==> config.mk <==
export PLATFORM = sky130hd
export DESIGN_NAME = pbm_port_b_mux
export DESIGN_NICKNAME = d
export VERILOG_FILES = /design/src/logic/pbm_pkg.sv /design/src/logic/pbm_pin_cell.sv /design/src/logic/pbm_port_b_mux.sv
export SDC_FILE = /design/constraint.sdc
export NUM_CORES = 1
export LEC_CHECK = 0
export BUFFER_PORTS_ARGS = -buffer_cell sky130_fd_sc_hd__buf_2
export CORE_MARGIN = 4
export CORE_UTILIZATION = 47
export DETAILED_ROUTE_END_ITERATION = 6
export HOLD_SLACK_MARGIN = 0.06
export PLACE_DENSITY = 0.81
export REMOVE_ABC_BUFFERS = 1
export SETUP_SLACK_MARGIN = 0.4
export SYNTH_ARGS = -nofsm -noshare
export SYNTH_HDL_FRONTEND = slang
export SYNTH_SLANG_ARGS = --single-unit
==> constraint.sdc <==
create_clock -name sys_clk -period 2.9 [get_ports sys_clk]
set_clock_uncertainty 0.2 [all_clocks]
set_input_delay 0.29 -clock sys_clk [delete_from_list [all_inputs] [get_ports sys_clk]]
set_output_delay 0.29 -clock sys_clk [all_outputs]
set_load 0.01 [all_outputs]
==> src/logic/pbm_pkg.sv <==
// Package: constants for the port B low-pin address mux.
// Assumes a 32-bit AXI4-Lite register bus on sys_clk.
package pbm_pkg;
  localparam int NPIN = 4;
  localparam int AW = 4;
  // ----------------------------------------
  // Register offsets (byte addresses)
  // ----------------------------------------
  localparam logic [AW-1:0] OFF_PER = 4'h0;
  localparam logic [AW-1:0] OFF_PUR = 4'h4;
  localparam logic [AW-1:0] OFF_BCR = 4'h8;
  localparam logic [AW-1:0] OFF_STAT = 4'hC;
  // ----------------------------------------
  // Field positions and reset values
  // ----------------------------------------
  localparam int BCR_DRV_BIT = 0;
  localparam int STAT_SEL_LSB = 0;
  localparam int STAT_OVR_BIT = 4;
  localparam int STAT_BUS_BIT = 5;
  localparam logic [NPIN-1:0] PUR_RST = 4'hF;
  localparam logic [NPIN-1:0] DIR_RST = 4'h0;
  localparam logic DRV_RST = 1'b0;
  localparam logic [1:0] RESP_OKAY = 2'h0;
  localparam logic [1:0] RESP_SLVERR = 2'h2;
  typedef enum logic [1:0] {BOOT_HOLD, BOOT_LATCH, BOOT_RUN} pbm_boot_t;
endpackage

==> src/logic/pbm_pin_cell.sv <==
// Holds one pin's output mux: GPIO versus upper address line.
// Assumes the main block supplies selection and bus activity.
`timescale 1ns/10ps
module pbm_pin_cell (
  input wire logic sys_clk,
  input wire logic rstn,
  input wire logic addrSel,
  input wire logic busActive,
  input wire logic driveKeep,
  input wire logic addrBit,
  input wire logic gpioOut,
  input wire logic gpioDir,
  input wire logic pullEn,
  output logic padOut,
  output logic padOe,
  output logic padPull
);
  wire addrOe = busActive | driveKeep;
  wire outNxt = addrSel ? addrBit : gpioOut;
  wire oeNxt = addrSel ? addrOe : gpioDir;
  wire pullNxt = pullEn;
  always_ff @(posedge sys_clk) begin
    if (!rstn) begin
      padOut <= 1'b0;
      padOe <= 1'b0;
      padPull <= 1'b1;
    end else begin
      padOut <= outNxt;
      padOe <= oeNxt;
      padPull <= pullNxt;
    end
  end
endmodule

==> src/logic/pbm_port_b_mux.sv <==
// Top of the port B low-pin function mux with AXI4-Lite registers.
// Assumes synchronous boot straps, bus activity and GPIO data inputs.
//
// Behaviour
// Each pin is GPIO or upper address
// Idle bus: tri-state or drive per bit
// Software should set bus drive bit
// Reset function from boot, mode, security
// Enable register write always overrides selection (here only when s_axi_wstrb[0] is set; other writes leave it)
// Cleared pull-up bit disables pull-up
// Pull-up bit index equals pin index
// In reset: inputs, pull-ups on
//
// Chosen here: register access over AXI4-Lite and the placing of the registers.
`timescale 1ns/10ps
module pbm_port_b_mux (
  input wire logic sys_clk,
  input wire logic rstn,
  input wire logic externalBootSelect,
  input wire logic externalBusModeSelect,
  input wire logic flashSecure,
  input wire logic busActive,
  input wire logic [pbm_pkg::NPIN-1:0] upperAddress,
  input wire logic [pbm_pkg::NPIN-1:0] gpioOut,
  input wire logic [pbm_pkg::NPIN-1:0] gpioDir,
  input wire logic [pbm_pkg::AW-1:0] s_axi_awaddr,
  input wire logic s_axi_awvalid,
  output logic s_axi_awready,
  input wire logic [31:0] s_axi_wdata,
  input wire logic [3:0] s_axi_wstrb,
  input wire logic s_axi_wvalid,
  output logic s_axi_wready,
  output logic [1:0] s_axi_bresp,
  output logic s_axi_bvalid,
  input wire logic s_axi_bready,
  input wire logic [pbm_pkg::AW-1:0] s_axi_araddr,
  input wire logic s_axi_arvalid,
  output logic s_axi_arready,
  output logic [31:0] s_axi_rdata,
  output logic [1:0] s_axi_rresp,
  output logic s_axi_rvalid,
  input wire logic s_axi_rready,
  output logic [pbm_pkg::NPIN-1:0] padOut,
  output logic [pbm_pkg::NPIN-1:0] padOe,
  output logic [pbm_pkg::NPIN-1:0] padPull,
  output logic externalMemCtrlOe
);
  import pbm_pkg::*;
  // ----------------------------------------
  // State
  // ----------------------------------------
  pbm_boot_t bootState_r;
  logic [NPIN-1:0] portBPeripheralEnable_r;
  logic [NPIN-1:0] portBPullupEnable_r;
  logic busDriveKeep_r;
  logic override_r;
  logic [AW-1:0] awAddr_r;
  logic awHeld_r;
  logic [31:0] wData_r;
  logic wHeld_r;
  logic wLane0_r;
  // ----------------------------------------
  // Startup selection
  // ----------------------------------------
  // Address use only when booting external in bus mode and not secured
  wire bootAddrUse = externalBootSelect & externalBusModeSelect & ~flashSecure;
  wire [NPIN-1:0] bootSel = {NPIN{bootAddrUse}};
  always_ff @(posedge sys_clk) begin
    if (!rstn) begin
      bootState_r <= BOOT_HOLD;
    end else begin
      case (bootState_r)
        BOOT_HOLD: bootState_r <= BOOT_LATCH;
        BOOT_LATCH: bootState_r <= BOOT_RUN;
        BOOT_RUN: bootState_r <= BOOT_RUN;
        default: bootState_r <= BOOT_HOLD;
      endcase
    end
  end
  // ----------------------------------------
  // AXI4-Lite write path
  // ----------------------------------------
  wire awTake = s_axi_awvalid & s_axi_awready;
  wire wTake = s_axi_wvalid & s_axi_wready;
  wire [AW-1:0] wAddr = awTake ? s_axi_awaddr : awHeld_r ? awAddr_r : '0;
  wire [31:0] wDat = wTake ? s_axi_wdata : wData_r;
  wire wLane0 = wTake ? s_axi_wstrb[0] : wLane0_r;
  wire haveAw = awTake | awHeld_r;
  wire haveW = wTake | wHeld_r;
  wire doWrite = haveAw & haveW & ~s_axi_bvalid;
  wire wrPer = doWrite & wLane0 & (wAddr == OFF_PER);
  wire wrPur = doWrite & wLane0 & (wAddr == OFF_PUR);
  wire wrBcr = doWrite & wLane0 & (wAddr == OFF_BCR);
  wire wrOk = (wAddr == OFF_PER) | (wAddr == OFF_PUR) | (wAddr == OFF_BCR);
  wire latchBoot = (bootState_r == BOOT_LATCH) & ~override_r;
  wire [NPIN-1:0] perNxt = wrPer ? wDat[NPIN-1:0] :
    latchBoot ? bootSel : portBPeripheralEnable_r;
  // ----------------------------------------
  // Configuration registers
  // ----------------------------------------
  always_ff @(posedge sys_clk) begin
    if (!rstn) begin
      portBPeripheralEnable_r <= '0;
      override_r <= 1'b0;
    end else begin
      portBPeripheralEnable_r <= perNxt;
      if (wrPer) override_r <= 1'b1;
    end
  end
  always_ff @(posedge sys_clk) begin
    if (!rstn) begin
      portBPullupEnable_r <= PUR_RST;
    end else if (wrPur) begin
      portBPullupEnable_r <= wDat[NPIN-1:0];
    end
  end
  always_ff @(posedge sys_clk) begin
    if (!rstn) begin
      busDriveKeep_r <= DRV_RST;
    end else if (wrBcr) begin
      busDriveKeep_r <= wDat[BCR_DRV_BIT];
    end
  end
  // ----------------------------------------
  // Write address channel
  // ----------------------------------------
  always_ff @(posedge sys_clk) begin
    if (!rstn) begin
      s_axi_awready <= 1'b0;
      awHeld_r <= 1'b0;
      awAddr_r <= '0;
    end else begin
      s_axi_awready <= ~haveAw & ~s_axi_bvalid & ~doWrite;
      awHeld_r <= haveAw & ~doWrite;
      if (awTake) awAddr_r <= s_axi_awaddr;
    end
  end
  // ----------------------------------------
  // Write data channel
  // ----------------------------------------
  always_ff @(posedge sys_clk) begin
    if (!rstn) begin
      s_axi_wready <= 1'b0;
      wHeld_r <= 1'b0;
      wData_r <= '0;
      wLane0_r <= 1'b0;
    end else begin
      s_axi_wready <= ~haveW & ~s_axi_bvalid & ~doWrite;
      wHeld_r <= haveW & ~doWrite;
      if (wTake) begin
        wData_r <= s_axi_wdata;
        wLane0_r <= s_axi_wstrb[0];
      end
    end
  end
  // ----------------------------------------
  // Write response channel
  // ----------------------------------------
  always_ff @(posedge sys_clk) begin
    if (!rstn) begin
      s_axi_bvalid <= 1'b0;
      s_axi_bresp <= RESP_OKAY;
    end else if (doWrite) begin
      s_axi_bvalid <= 1'b1;
      s_axi_bresp <= wrOk ? RESP_OKAY : RESP_SLVERR;
    end else if (s_axi_bvalid & s_axi_bready) begin
      s_axi_bvalid <= 1'b0;
    end
  end
  // ----------------------------------------
  // AXI4-Lite read path
  // ----------------------------------------
  wire arTake = s_axi_arvalid & s_axi_arready;
  wire [31:0] statWord = {26'h0, busActive, override_r, portBPeripheralEnable_r};
  wire rdOk = (s_axi_araddr == OFF_PER) | (s_axi_araddr == OFF_PUR) |
    (s_axi_araddr == OFF_BCR) | (s_axi_araddr == OFF_STAT);
  wire [31:0] rdMux =
    (s_axi_araddr == OFF_PER) ? {28'h0, portBPeripheralEnable_r} :
    (s_axi_araddr == OFF_PUR) ? {28'h0, portBPullupEnable_r} :
    (s_axi_araddr == OFF_BCR) ? {31'h0, busDriveKeep_r} :
    (s_axi_araddr == OFF_STAT) ? statWord : 32'h0;
  always_ff @(posedge sys_clk) begin
    if (!rstn) begin
      s_axi_arready <= 1'b0;
    end else begin
      s_axi_arready <= ~s_axi_rvalid & ~arTake;
    end
  end
  // ----------------------------------------
  // Read data channel
  // ----------------------------------------
  always_ff @(posedge sys_clk) begin
    if (!rstn) begin
      s_axi_rvalid <= 1'b0;
      s_axi_rdata <= 32'h0;
      s_axi_rresp <= RESP_OKAY;
    end else begin
      if (arTake) begin
        s_axi_rvalid <= 1'b1;
        s_axi_rdata <= rdMux;
        s_axi_rresp <= rdOk ? RESP_OKAY : RESP_SLVERR;
      end else if (s_axi_rvalid & s_axi_rready) begin
        s_axi_rvalid <= 1'b0;
      end
    end
  end
  // ----------------------------------------
  // Pins
  // ----------------------------------------
  for (genvar i = 0; i < NPIN; i++) begin : gPin
    pbm_pin_cell uCell (
      .sys_clk(sys_clk),
      .rstn(rstn),
      .addrSel(portBPeripheralEnable_r[i]),
      .busActive(busActive),
      .driveKeep(busDriveKeep_r),
      .addrBit(upperAddress[i]),
      .gpioOut(gpioOut[i]),
      .gpioDir(gpioDir[i]),
      .pullEn(portBPullupEnable_r[i]),
      .padOut(padOut[i]),
      .padOe(padOe[i]),
      .padPull(padPull[i])
    );
  end
  always_ff @(posedge sys_clk) begin
    if (!rstn) externalMemCtrlOe <= 1'b0;
    else externalMemCtrlOe <= busActive | busDriveKeep_r;
  end
endmodule

==> metrics.cfg, run 1 <==
[synth]
synth_top_area_cell = dfxtp_1
synth_most_common_cell = dfxtp_1
synthTopCellsByArea = dfxtp_1 (45%), buf_4 (14%), mux2i_1 (5.1%)
synth_seq_cells = 49
syn_inst = 225
synth_top_area_share = 0.452
async_flop_share = 0
synthFlopType = dfxtp_1
syn_area_um2 = 2170
postSynthAreaPerCell_um2 = 9.64
synth_edf_count = 0
yosysSeqAreaShare = 0.452
synth_common_cells = dfxtp_1 (49), buf_4 (40), nor2_1 (26)
yosysWarningCount = 0
ys_types = 42

[critical_path]
rrSetupSlack_ns = 0.96
rr_endpoint = portBPeripheralEnable_r[3]
critPathLaunchType = input pin
cp-end-kind = register
crit_fanout = 5
r2r_start = s_axi_awready
reg2regPathDepth = 5
cp_data_required_time_ns = 2.89
criticalPathCategory = input pin to register
cp.arrival_ns = 2.22

[floorplan]
initial_core_util = 0.491
core_area_um2 = 4410
die_h_um = 75.9
row_count = 24
die_w_um = 75.9
io_pins = 121
die-area_um2 = 5760

[cts]
clk_pin_slew_ns = 0.08
cts_buffers = 5
cts_sinks = 49
ctsRootBufferMaster = clkbuf_8
cts_tree = done
htreeDepth = 2
clockBufferDepth = 2
post_cts_buffers = 0
clk_latency_ns = 0.29

[final_layout]
drive_gt1_frac = 0.274
area_growth_pct = 18.2
stdcell_area_um2 = 2560
nFillCells = 400
fin_cells = 344
num-nets-final = 362
diodes = 0

[power]
power_density_nw_per_um2 = 500
irDropWorstVdd_uv = 307
leakage_nw = 1.22

[route]
met3RoutedLength_um = 325
ant_nets = 0
vias_per_cell = 4.82
wl_um = 4380
dr.max_layer_used = met4
drc = 0
routedLengthMet1_um = 1730
met2WireLength_um = 2280
dr.pass1.iters = 4
drtIter0Drc = 66
vias = 1658
wire_per_inst_um = 12.7

[place]
port_buffers = 61
place_inst = 323
finalWeightedCongestion = 0.761
placed_cell_area_um2 = 2340
dp_hpwl_um = 3270

[timing]
max_freq_mhz = 448
setup_viol = 0
finalCriticalPeriod_ns = 2.23
setup_tns_ns = 0
rsz0062_at_grt = false
tightest_slew_ns = 0.601
hold_viol_final = 0
relSlewSlack = 0.596
report.final.slew_viol_count = 0
finalCritPeriodShare = 0.770

[global_route]
first_global_vias = 1589
antenna_found_initial = 0
grt_max_degree = 18
grt_pass1_wl_um = 7330
grtUsageTotal = 0.154
grt_overflow = 0

[hold_path]
hold_path_class = input pin to register
whs_endpoint = gPin[1].uCell.padOe
holdPathStages = 3
hold_path.startpoint = gpioDir[1]

[status]
outcome = finished, final reports clean

[flow_run]
drv_cap = 0

## cells by family (layout without fill, tap and decap cells)
logic type | count (synthesis) | count (layout) | share of synthesized area
AND/OR/NAND/NOR | 68 | 68 | 0.163
buffers and inverters | 51 | 91 | 0.158
flip-flops | 49 | 49 | 0.452
AO/OA/AOI/OAI | 35 | 35 | 0.123
multiplexers | 18 | 18 | 0.0871
adder cells (fa/ha/maj) | 2 | 2 | 0.0115
other | 1 | 28 | 0.00173
XOR/XNOR | 1 | 1 | 0.00404
## cells in the final DEF, fill, tap and decap left out, drive strengths merged, types with 2 or more instances in the layout
cell and count:
nand2b 6, nand3b 2, mux2i 11, nand2 14
nand3 3, clkbuf 5, a22o 3, a21oi 12
and2 3, nor2 26, conb 28, ha 2
dfxtp 49, a211oi 4, mux2 7, inv 7
a31oi 2, dlygate4sd3 15, a32o 2, and3 3
a22oi 4, nor3 5, buf 63, a21o 3
## per-stage QoR
| stage | hold slack, ns | utilization | power (mW) | setup slack (ns) |
|---|---|---|---|---|
| floorplan | 0.181 | - | 0.849 | 1.04 |
| global placement | 0.223 | 0.530 | 0.910 | 0.926 |
| CTS | 0.0735 | 0.581 | 1.29 | 0.672 |
| global route | 0.0725 | 0.581 | 1.35 | 0.538 |
| finish | 0.0778 | 0.581 | 1.28 | 0.668 |
| detailed placement | 0.229 | 0.530 | 0.916 | 0.911 |
## registers in the layout, summed over array words and instances (netlist names)
register                 cells
s_axi_bvalid                 1
wData_r                      4
s_axi_awready                1
s_axi_rvalid                 1
gPin.uCell.padOut            4
override_r                   1
awAddr_r                     4
s_axi_wready                 1
bootState_r                  2
s_axi_rdata                  6
awHeld_r                     1
gPin.uCell.padPull           4
externalMemCtrlOe            1
portBPeripheralEnable_r      4
gPin.uCell.padOe             4
s_axi_arready                1
wLane0_r                     1
s_axi_rresp                  1
portBPullupEnable_r          4
busDriveKeep_r               1
s_axi_bresp                  1
wHeld_r                      1
## power by group
group          switching, mW  total, mW  internal, mW
Clock                  0.205      0.364         0.159
Sequential            0.0223      0.728         0.705
Combinational          0.104      0.191        0.0866
## area by class of cell
cell class	count	area, um^2	area share
Inverter	7	26.3	0.0102
Sequential cell	49	981	0.383
Multi-Input combinational cell	152	947	0.369
Clock buffer	5	68.8	0.0268
Clock inverter	1	5.00	0.00195
Tap cell	52	65.1	0.0254
Timing Repair Buffer	78	470	0.184
## how the worst max path moves through the flow
stage | startpoint | end | depth (start not counted)
detailed placement | s_axi_wvalid | portBPeripheralEnable_r[3] | 6
global route | s_axi_awaddr[0] | portBPeripheralEnable_r[3] | 7
floorplan | s_axi_awready | portBPeripheralEnable_r[3] | 5
global placement | s_axi_awaddr[0] | portBPeripheralEnable_r[3] | 6
CTS | s_axi_awaddr[0] | portBPeripheralEnable_r[3] | 7
finish | s_axi_awaddr[0] | portBPeripheralEnable_r[3] | 7
## routing by layer
metal  global-route usage  up-vias
li1                     -      835
met1                0.176      756
met2                0.275       62
met3               0.0415        5
met4               0.0480        0
met5                    0        -
## worst max-delay path, stage by stage
cell and delay, ns:
dlygate4sd3_1 0.53, buf_2 0.13, o211ai_1 0.20, o31ai_2 0.13
a2111oi_4 0.37, nand3_2 0.21, mux2_1 0.36
## timing repair
action | in CTS | in global routing
resized for setup | 0 | 0
hold buffers | 15 | 0
hold endpoints to repair | 11 | 0
No activity file was read; power rests on OpenSTA's default activity.
==> inputs of run 2 (changes only) <==
- ABC_AREA: not set -> 1
- CORE_UTILIZATION: 47 -> 45
- PLACE_DENSITY: 0.81 -> 0.77
- clock period: 2.9 -> 2.09 ns (I/O delays scaled with it)
==> metrics.cfg, run 2 <==
[timing]
hold_viol_final = 0  ; unchanged
setup_tns_ns = 0  ; unchanged
setup_ws_ns = 0.439  ; -0.229 ns
finalCritPeriodShare = 0.790
setup_viol = 0  ; unchanged
finalCriticalPeriod_ns = 1.65
report.final.slew_viol_count = 0  ; unchanged
rsz0062_at_grt = true
max_freq_mhz = 606

[route]
ant_nets = 0  ; unchanged
wl_um = 5600  ; +28%
drtIter0Drc = 170  ; +160%
drc = 0  ; unchanged
wire_per_inst_um = 12.6  ; -0.95%
dr.pass1.iters = 4  ; unchanged
vias = 2055  ; +24%
vias_per_cell = 4.63  ; -4.0%

[power]
leakage_nw = 1.51  ; +24%
irDropWorstVdd_uv = 352  ; +15%
power_density_nw_per_um2 = 694  ; +39%

[cts]
cts_tree = done
clockBufferDepth = 2  ; unchanged
cts_sinks = 49  ; unchanged
clk_pin_slew_ns = 0.09  ; about the same
htreeDepth = 2  ; unchanged
cts_buffers = 5  ; unchanged
ctsRootBufferMaster = clkbuf_8
clk_latency_ns = 0.30  ; about the same

[synth]
ys_types = 31  ; -26%
synth_common_cells = dfxtp_1 (49), nand2_1 (48), buf_4 (40)
synth_top_area_share = 0.422  ; -0.0307
synth_most_common_cell = dfxtp_1
synth_edf_count = 0  ; unchanged
async_flop_share = 0  ; unchanged
synth_top_area_cell = dfxtp_1
syn_inst = 289  ; +28%
synthTopCellsByArea = dfxtp_1 (42%), buf_4 (13%), nand2_1 (7.7%)
yosysWarningCount = 0  ; unchanged
postSynthAreaPerCell_um2 = 8.05  ; -16%
yosysSeqAreaShare = 0.422  ; -0.0307
synthFlopType = dfxtp_1
syn_area_um2 = 2330  ; +7.3%
synth_seq_cells = 49  ; unchanged

[critical_path]
cp-end-kind = register
rr_endpoint = portBPeripheralEnable_r[1]
worst_path_most_repeated_cell = dlygate4sd3_1
crit_chain = dlygate4sd3_1, buf_2, o21ai_0, a21oi_1, dlygate4sd3_1
cp_data_required_time_ns = 2.08  ; -0.81 ns
critPathSlowestCell = dlygate4sd3_1
r2r_start = s_axi_awready
criticalPathCategory = input pin to register
crit_start = gpioDir[3]
crit_fanout = 1  ; -4
reg2regPathDepth = 9  ; +4
cp.arrival_ns = 1.64  ; -0.58 ns
crit_path_end = gPin[3].uCell.padOe
rrSetupSlack_ns = 0.46  ; -0.50 ns
critPathLaunchType = input pin
crit_path_max_incr_delay_ns = 0.59  ; +0.06 ns

[hold_path]
hold_path.startpoint = flashSecure
holdPathStages = 6  ; +3
hold_path_class = input pin to register

[global_route]
grt_overflow = 0  ; unchanged
antenna_found_initial = 0  ; unchanged
first_global_vias = 1995  ; +26%
grt_pass1_wl_um = 8710  ; +19%
grt_max_degree = 23  ; +5
grtUsageTotal = 0.172  ; +0.0179

[flow_run]
drv_cap = 0  ; unchanged

[floorplan]
die_h_um = 79.9  ; +5.2%
row_count = 25  ; +4.2%
die_w_um = 79.9  ; +5.2%
io_pins = 121  ; unchanged
core_area_um2 = 4850  ; +9.8%
initial_core_util = 0.480  ; -0.0115
die-area_um2 = 6380  ; +11%

[status]
outcome = finished, final reports clean

[final_layout]
nFillCells = 411  ; +2.8%
top_register = s_axi_rdata
stdcell_area_um2 = 2990  ; +17%
final_cell_mix = buf_2 (61), nand2_1 (47), dfxtp_1 (46)
num-nets-final = 445  ; +23%
drive_gt1_frac = 0.294  ; +0.0205
final_common_cell = buf_2
area_growth_pct = 28.7
largest_reg_flops = 6  ; unchanged
diodes = 0  ; unchanged

[place]
placed_cell_area_um2 = 2500  ; +7.1%
finalWeightedCongestion = 0.802  ; +5.4%
port_buffers = 61  ; unchanged
post-place-ws_ns = 0.342  ; -0.569 ns
dp_hpwl_um = 3560  ; +8.8%

[run 2: changes by cell type after synthesis, sizes merged, moves of 6 or more]
cell / previous run / this run
o21ai: 0 / 18
mux2i: 11 / 2
nand2b: 6 / 0
nand2: 14 / 60
inv: 7 / 29
mux2: 7 / 0
nand3: 3 / 16
[run 2: cells by family after synthesis]
logic type,count (synthesis),synth area share
mux,2,0.00861
fa+ha+maj,2,0.0108
compound gates,46,0.116
flops,49,0.422
simple gates,114,0.253
buf+inv,75,0.189
other cells,1,0.00161
[run 2: cell type report]
class,instances,area [um^2],share of cell area
clock buffer,6,72.6,0.0242
inverter,30,116,0.0389
multi-input combinational,192,1040,0.349
timing repair buffer,98,652,0.218
tap,67,83.8,0.0280
clock inverter,2,38.8,0.0130
sequential,49,987,0.330
[run 2: repair_timing]
action                                  4_1_cts  5_1_grt
gates resized for setup                       2       16
endpoints found under the setup margin        4       11
pin swaps                                     0       12
setup buffers                                 0        9
endpoints found under the hold margin        18        0
hold buffers                                 27        0
[run 2: worst min path at each step]
| stage | to | slack (ns) |
|---|---|---|
| 5_1_grt | s_axi_wready | 0.10 |
| 4_1_cts | s_axi_rdata[0] | 0.07 |
| 3_5_place_dp | s_axi_rvalid | 0.20 |
| 6_report | portBPeripheralEnable_r[0] | 0.08 |
| 3_3_place_gp | s_axi_rvalid | 0.21 |
| 2_1_floorplan | gPin[0].uCell.padPull | 0.08 |
[run 2: per-stage QoR]
stage,power (mW),util,hold slack [ns],std cells
after global placement,1.33,0.517,0.205,401
after global routing,2.18,0.618,0.102,444
after floorplan,1.23,-,0.0777,271
after CTS,2.04,0.597,0.0726,436
after detailed placement,1.33,0.517,0.205,401
final,2.08,0.618,0.0828,444
[run 2: power by group]
group,internal [mW],total (mW),switching (mW)
sequential,0.987,1.02,0.0328
combinational,0.163,0.383,0.220
clock,0.359,0.675,0.315
[run 2: worst max-delay path, delay by kind of cell]
kind	cells	cell delay, ns
buf+inv	3	1.26
compound gates	2	0.18
[run 2: routing by layer]
metal	global-route usage	wire length [um]	share of wire
met1	0.195	2270	0.41
met2	0.306	2820	0.50
met3	0.0316	316	0.056
met4	0.0811	197	0.035
met5	0	0	0
==> inputs of run 3 (changes only) <==
- clock period: 2.09 -> 1.65 ns (I/O delays scaled with it)
==> metrics.cfg, run 3 (same netlist as run 2, synthesis figures left out) <==
[critical_path]
cp-end-kind = register
cp_data_required_time_ns = 1.64  ; -0.44 ns
crit_start = s_axi_awready
cp.arrival_ns = 1.58  ; -0.06 ns
critPathLaunchType = register
r2r_start = s_axi_awready
criticalPathCategory = register to register
crit_fanout = 6  ; +5

[floorplan]
die_w_um = 79.9  ; unchanged
io_pins = 121  ; unchanged
die-area_um2 = 6380  ; unchanged
row_count = 25  ; unchanged
core_area_um2 = 4850  ; unchanged
initial_core_util = 0.480  ; unchanged
die_h_um = 79.9  ; unchanged

[route]
drc = 0  ; unchanged
dr.pass1.iters = 4  ; unchanged
drtIter0Drc = 117  ; -31%
vias_per_cell = 4.69  ; +1.4%
wl_um = 5720  ; +2.1%
ant_nets = 0  ; unchanged
wire_per_inst_um = 12.9  ; +2.5%
vias = 2074  ; +0.92%

[final_layout]
multi_input_area_um2 = 1130  ; +8.2%
largest_reg_flops = 6  ; unchanged
final_cell_mix = buf_2 (61), dfxtp_1 (46), nand2_1 (45)
area_growth_pct = 30.2
diodes = 0  ; unchanged
top_register = s_axi_rdata
final_util = 0.625  ; +0.00697
final_common_cell = buf_2
regArea_um2 = 990  ; +0.25%
nFillCells = 393  ; -4.4%
drive_gt1_frac = 0.339  ; +0.0442
num-nets-final = 443  ; -0.45%

[hold_path]
hold_path.startpoint = s_axi_awaddr[0]
hold_path_class = input pin to register

[cts]
cts_tree = done
ctsRootBufferMaster = clkbuf_8
clk_latency_ns = 0.30  ; about the same
htreeDepth = 2  ; unchanged
cts_sinks = 49  ; unchanged
cts_hold_buf = 21  ; -22%
clockBufferDepth = 2  ; unchanged
clk_pin_slew_ns = 0.09  ; about the same
cts_buffers = 5  ; unchanged

[power]
power_density_nw_per_um2 = 825  ; +19%
power_mw = 2.50  ; +20%
irDropWorstVdd_uv = 374  ; +6.4%
leakage_nw = 1.48  ; -1.6%

[status]
violations = hold timing
outcome = complete, but fails checks

[global_route]
grt_max_degree = 23  ; unchanged
antenna_found_initial = 0  ; unchanged
grtUsageTotal = 0.168  ; -0.00319
grt_overflow = 0  ; unchanged
first_global_vias = 1972  ; -1.2%
grt_pass1_wl_um = 8550  ; -1.9%

[timing]
setup_viol = 0  ; unchanged
finalCritPeriodShare = 0.961
hold_slack_ns = -0.0497  ; -0.133 ns
report.final.slew_viol_count = 0  ; unchanged
finalCriticalPeriod_ns = 1.59
max_freq_mhz = 631
rsz0062_at_grt = true
hold_viol_final = 4  ; +4

[flow_run]
drv_cap = 0  ; unchanged

[place]
dp_hpwl_um = 3810  ; +7.0%
finalWeightedCongestion = 0.791  ; -1.4%
port_buffers = 61  ; unchanged

-- run 3: stage by stage --
step / TNS, ns / std cells / area [um^2] / setup slack (ns) / hold slack (ns)
after global placement: -0.00730 / 406 / 2540 / -0.00426 / 0.161
final: 0 / 442 / 3030 / 0.0643 / -0.0497
after detailed placement: 0 / 406 / 2540 / 0.00511 / 0.162
after CTS: 0 / 441 / 2940 / 0.0770 / -0.0527
after floorplan: -0.0610 / 271 / 2100 / -0.0305 / 0.0337
after global routing: -0.0242 / 442 / 3030 / -0.0242 / -0.0343
-- run 3: repair_timing --
item,CTS,global route
endpoints found under the setup margin,17,30
pin swaps,9,10
resized for setup,15,22
cloned,1,0
endpoints found under the hold margin,28,5
buffers inserted,5,1
-- run 3: report_power, final --
part	internal (mW)	switching [mW]
clock	0.299	0.396
sequential	1.25	0.0419
combinational	0.212	0.299
total	1.76	0.737
-- run 3: final timing paths --
path / slack (ns) / to / cells past startpoint
setup / recovery: 0.06 / portBPeripheralEnable_r[1] / 10
hold reg to reg: 0.25 / s_axi_arready / 1
hold / removal: -0.05 / awAddr_r[0] / 3
setup reg to reg: 0.06 / portBPeripheralEnable_r[1] / 10
-- run 3: area by class of cell --
| cell class | instances | share of cell area |
|---|---|---|
| sequential | 49 | 0.327 |
| timing repair buffer | 95 | 0.206 |
| clock buffer | 6 | 0.0240 |
| tap | 67 | 0.0277 |
| inverter | 30 | 0.0380 |
| clock inverter | 2 | 0.00496 |
| multi-input combinational | 193 | 0.373 |
-- run 3: critical path, cell delays in order, from the launching register on --
cell and delay (ns):
dfxtp_4 0.38, buf_6 0.14, nand3_4 0.08, nand2_4 0.09, inv_4 0.04, nor2_4 0.11, nand3_4 0.13, nand2_4 0.11
nand2_2 0.05, nor2_2 0.11, nor2_1 0.05
-- run 3: metal layers --
layer | share of wire | up-vias | GRT usage
met5 | 0 | - | 0
met3 | 0.051 | 12 | 0.0248
met4 | 0.023 | 0 | 0.0811
met2 | 0.52 | 74 | 0.307
li1 | - | 1029 | -
met1 | 0.40 | 959 | 0.189
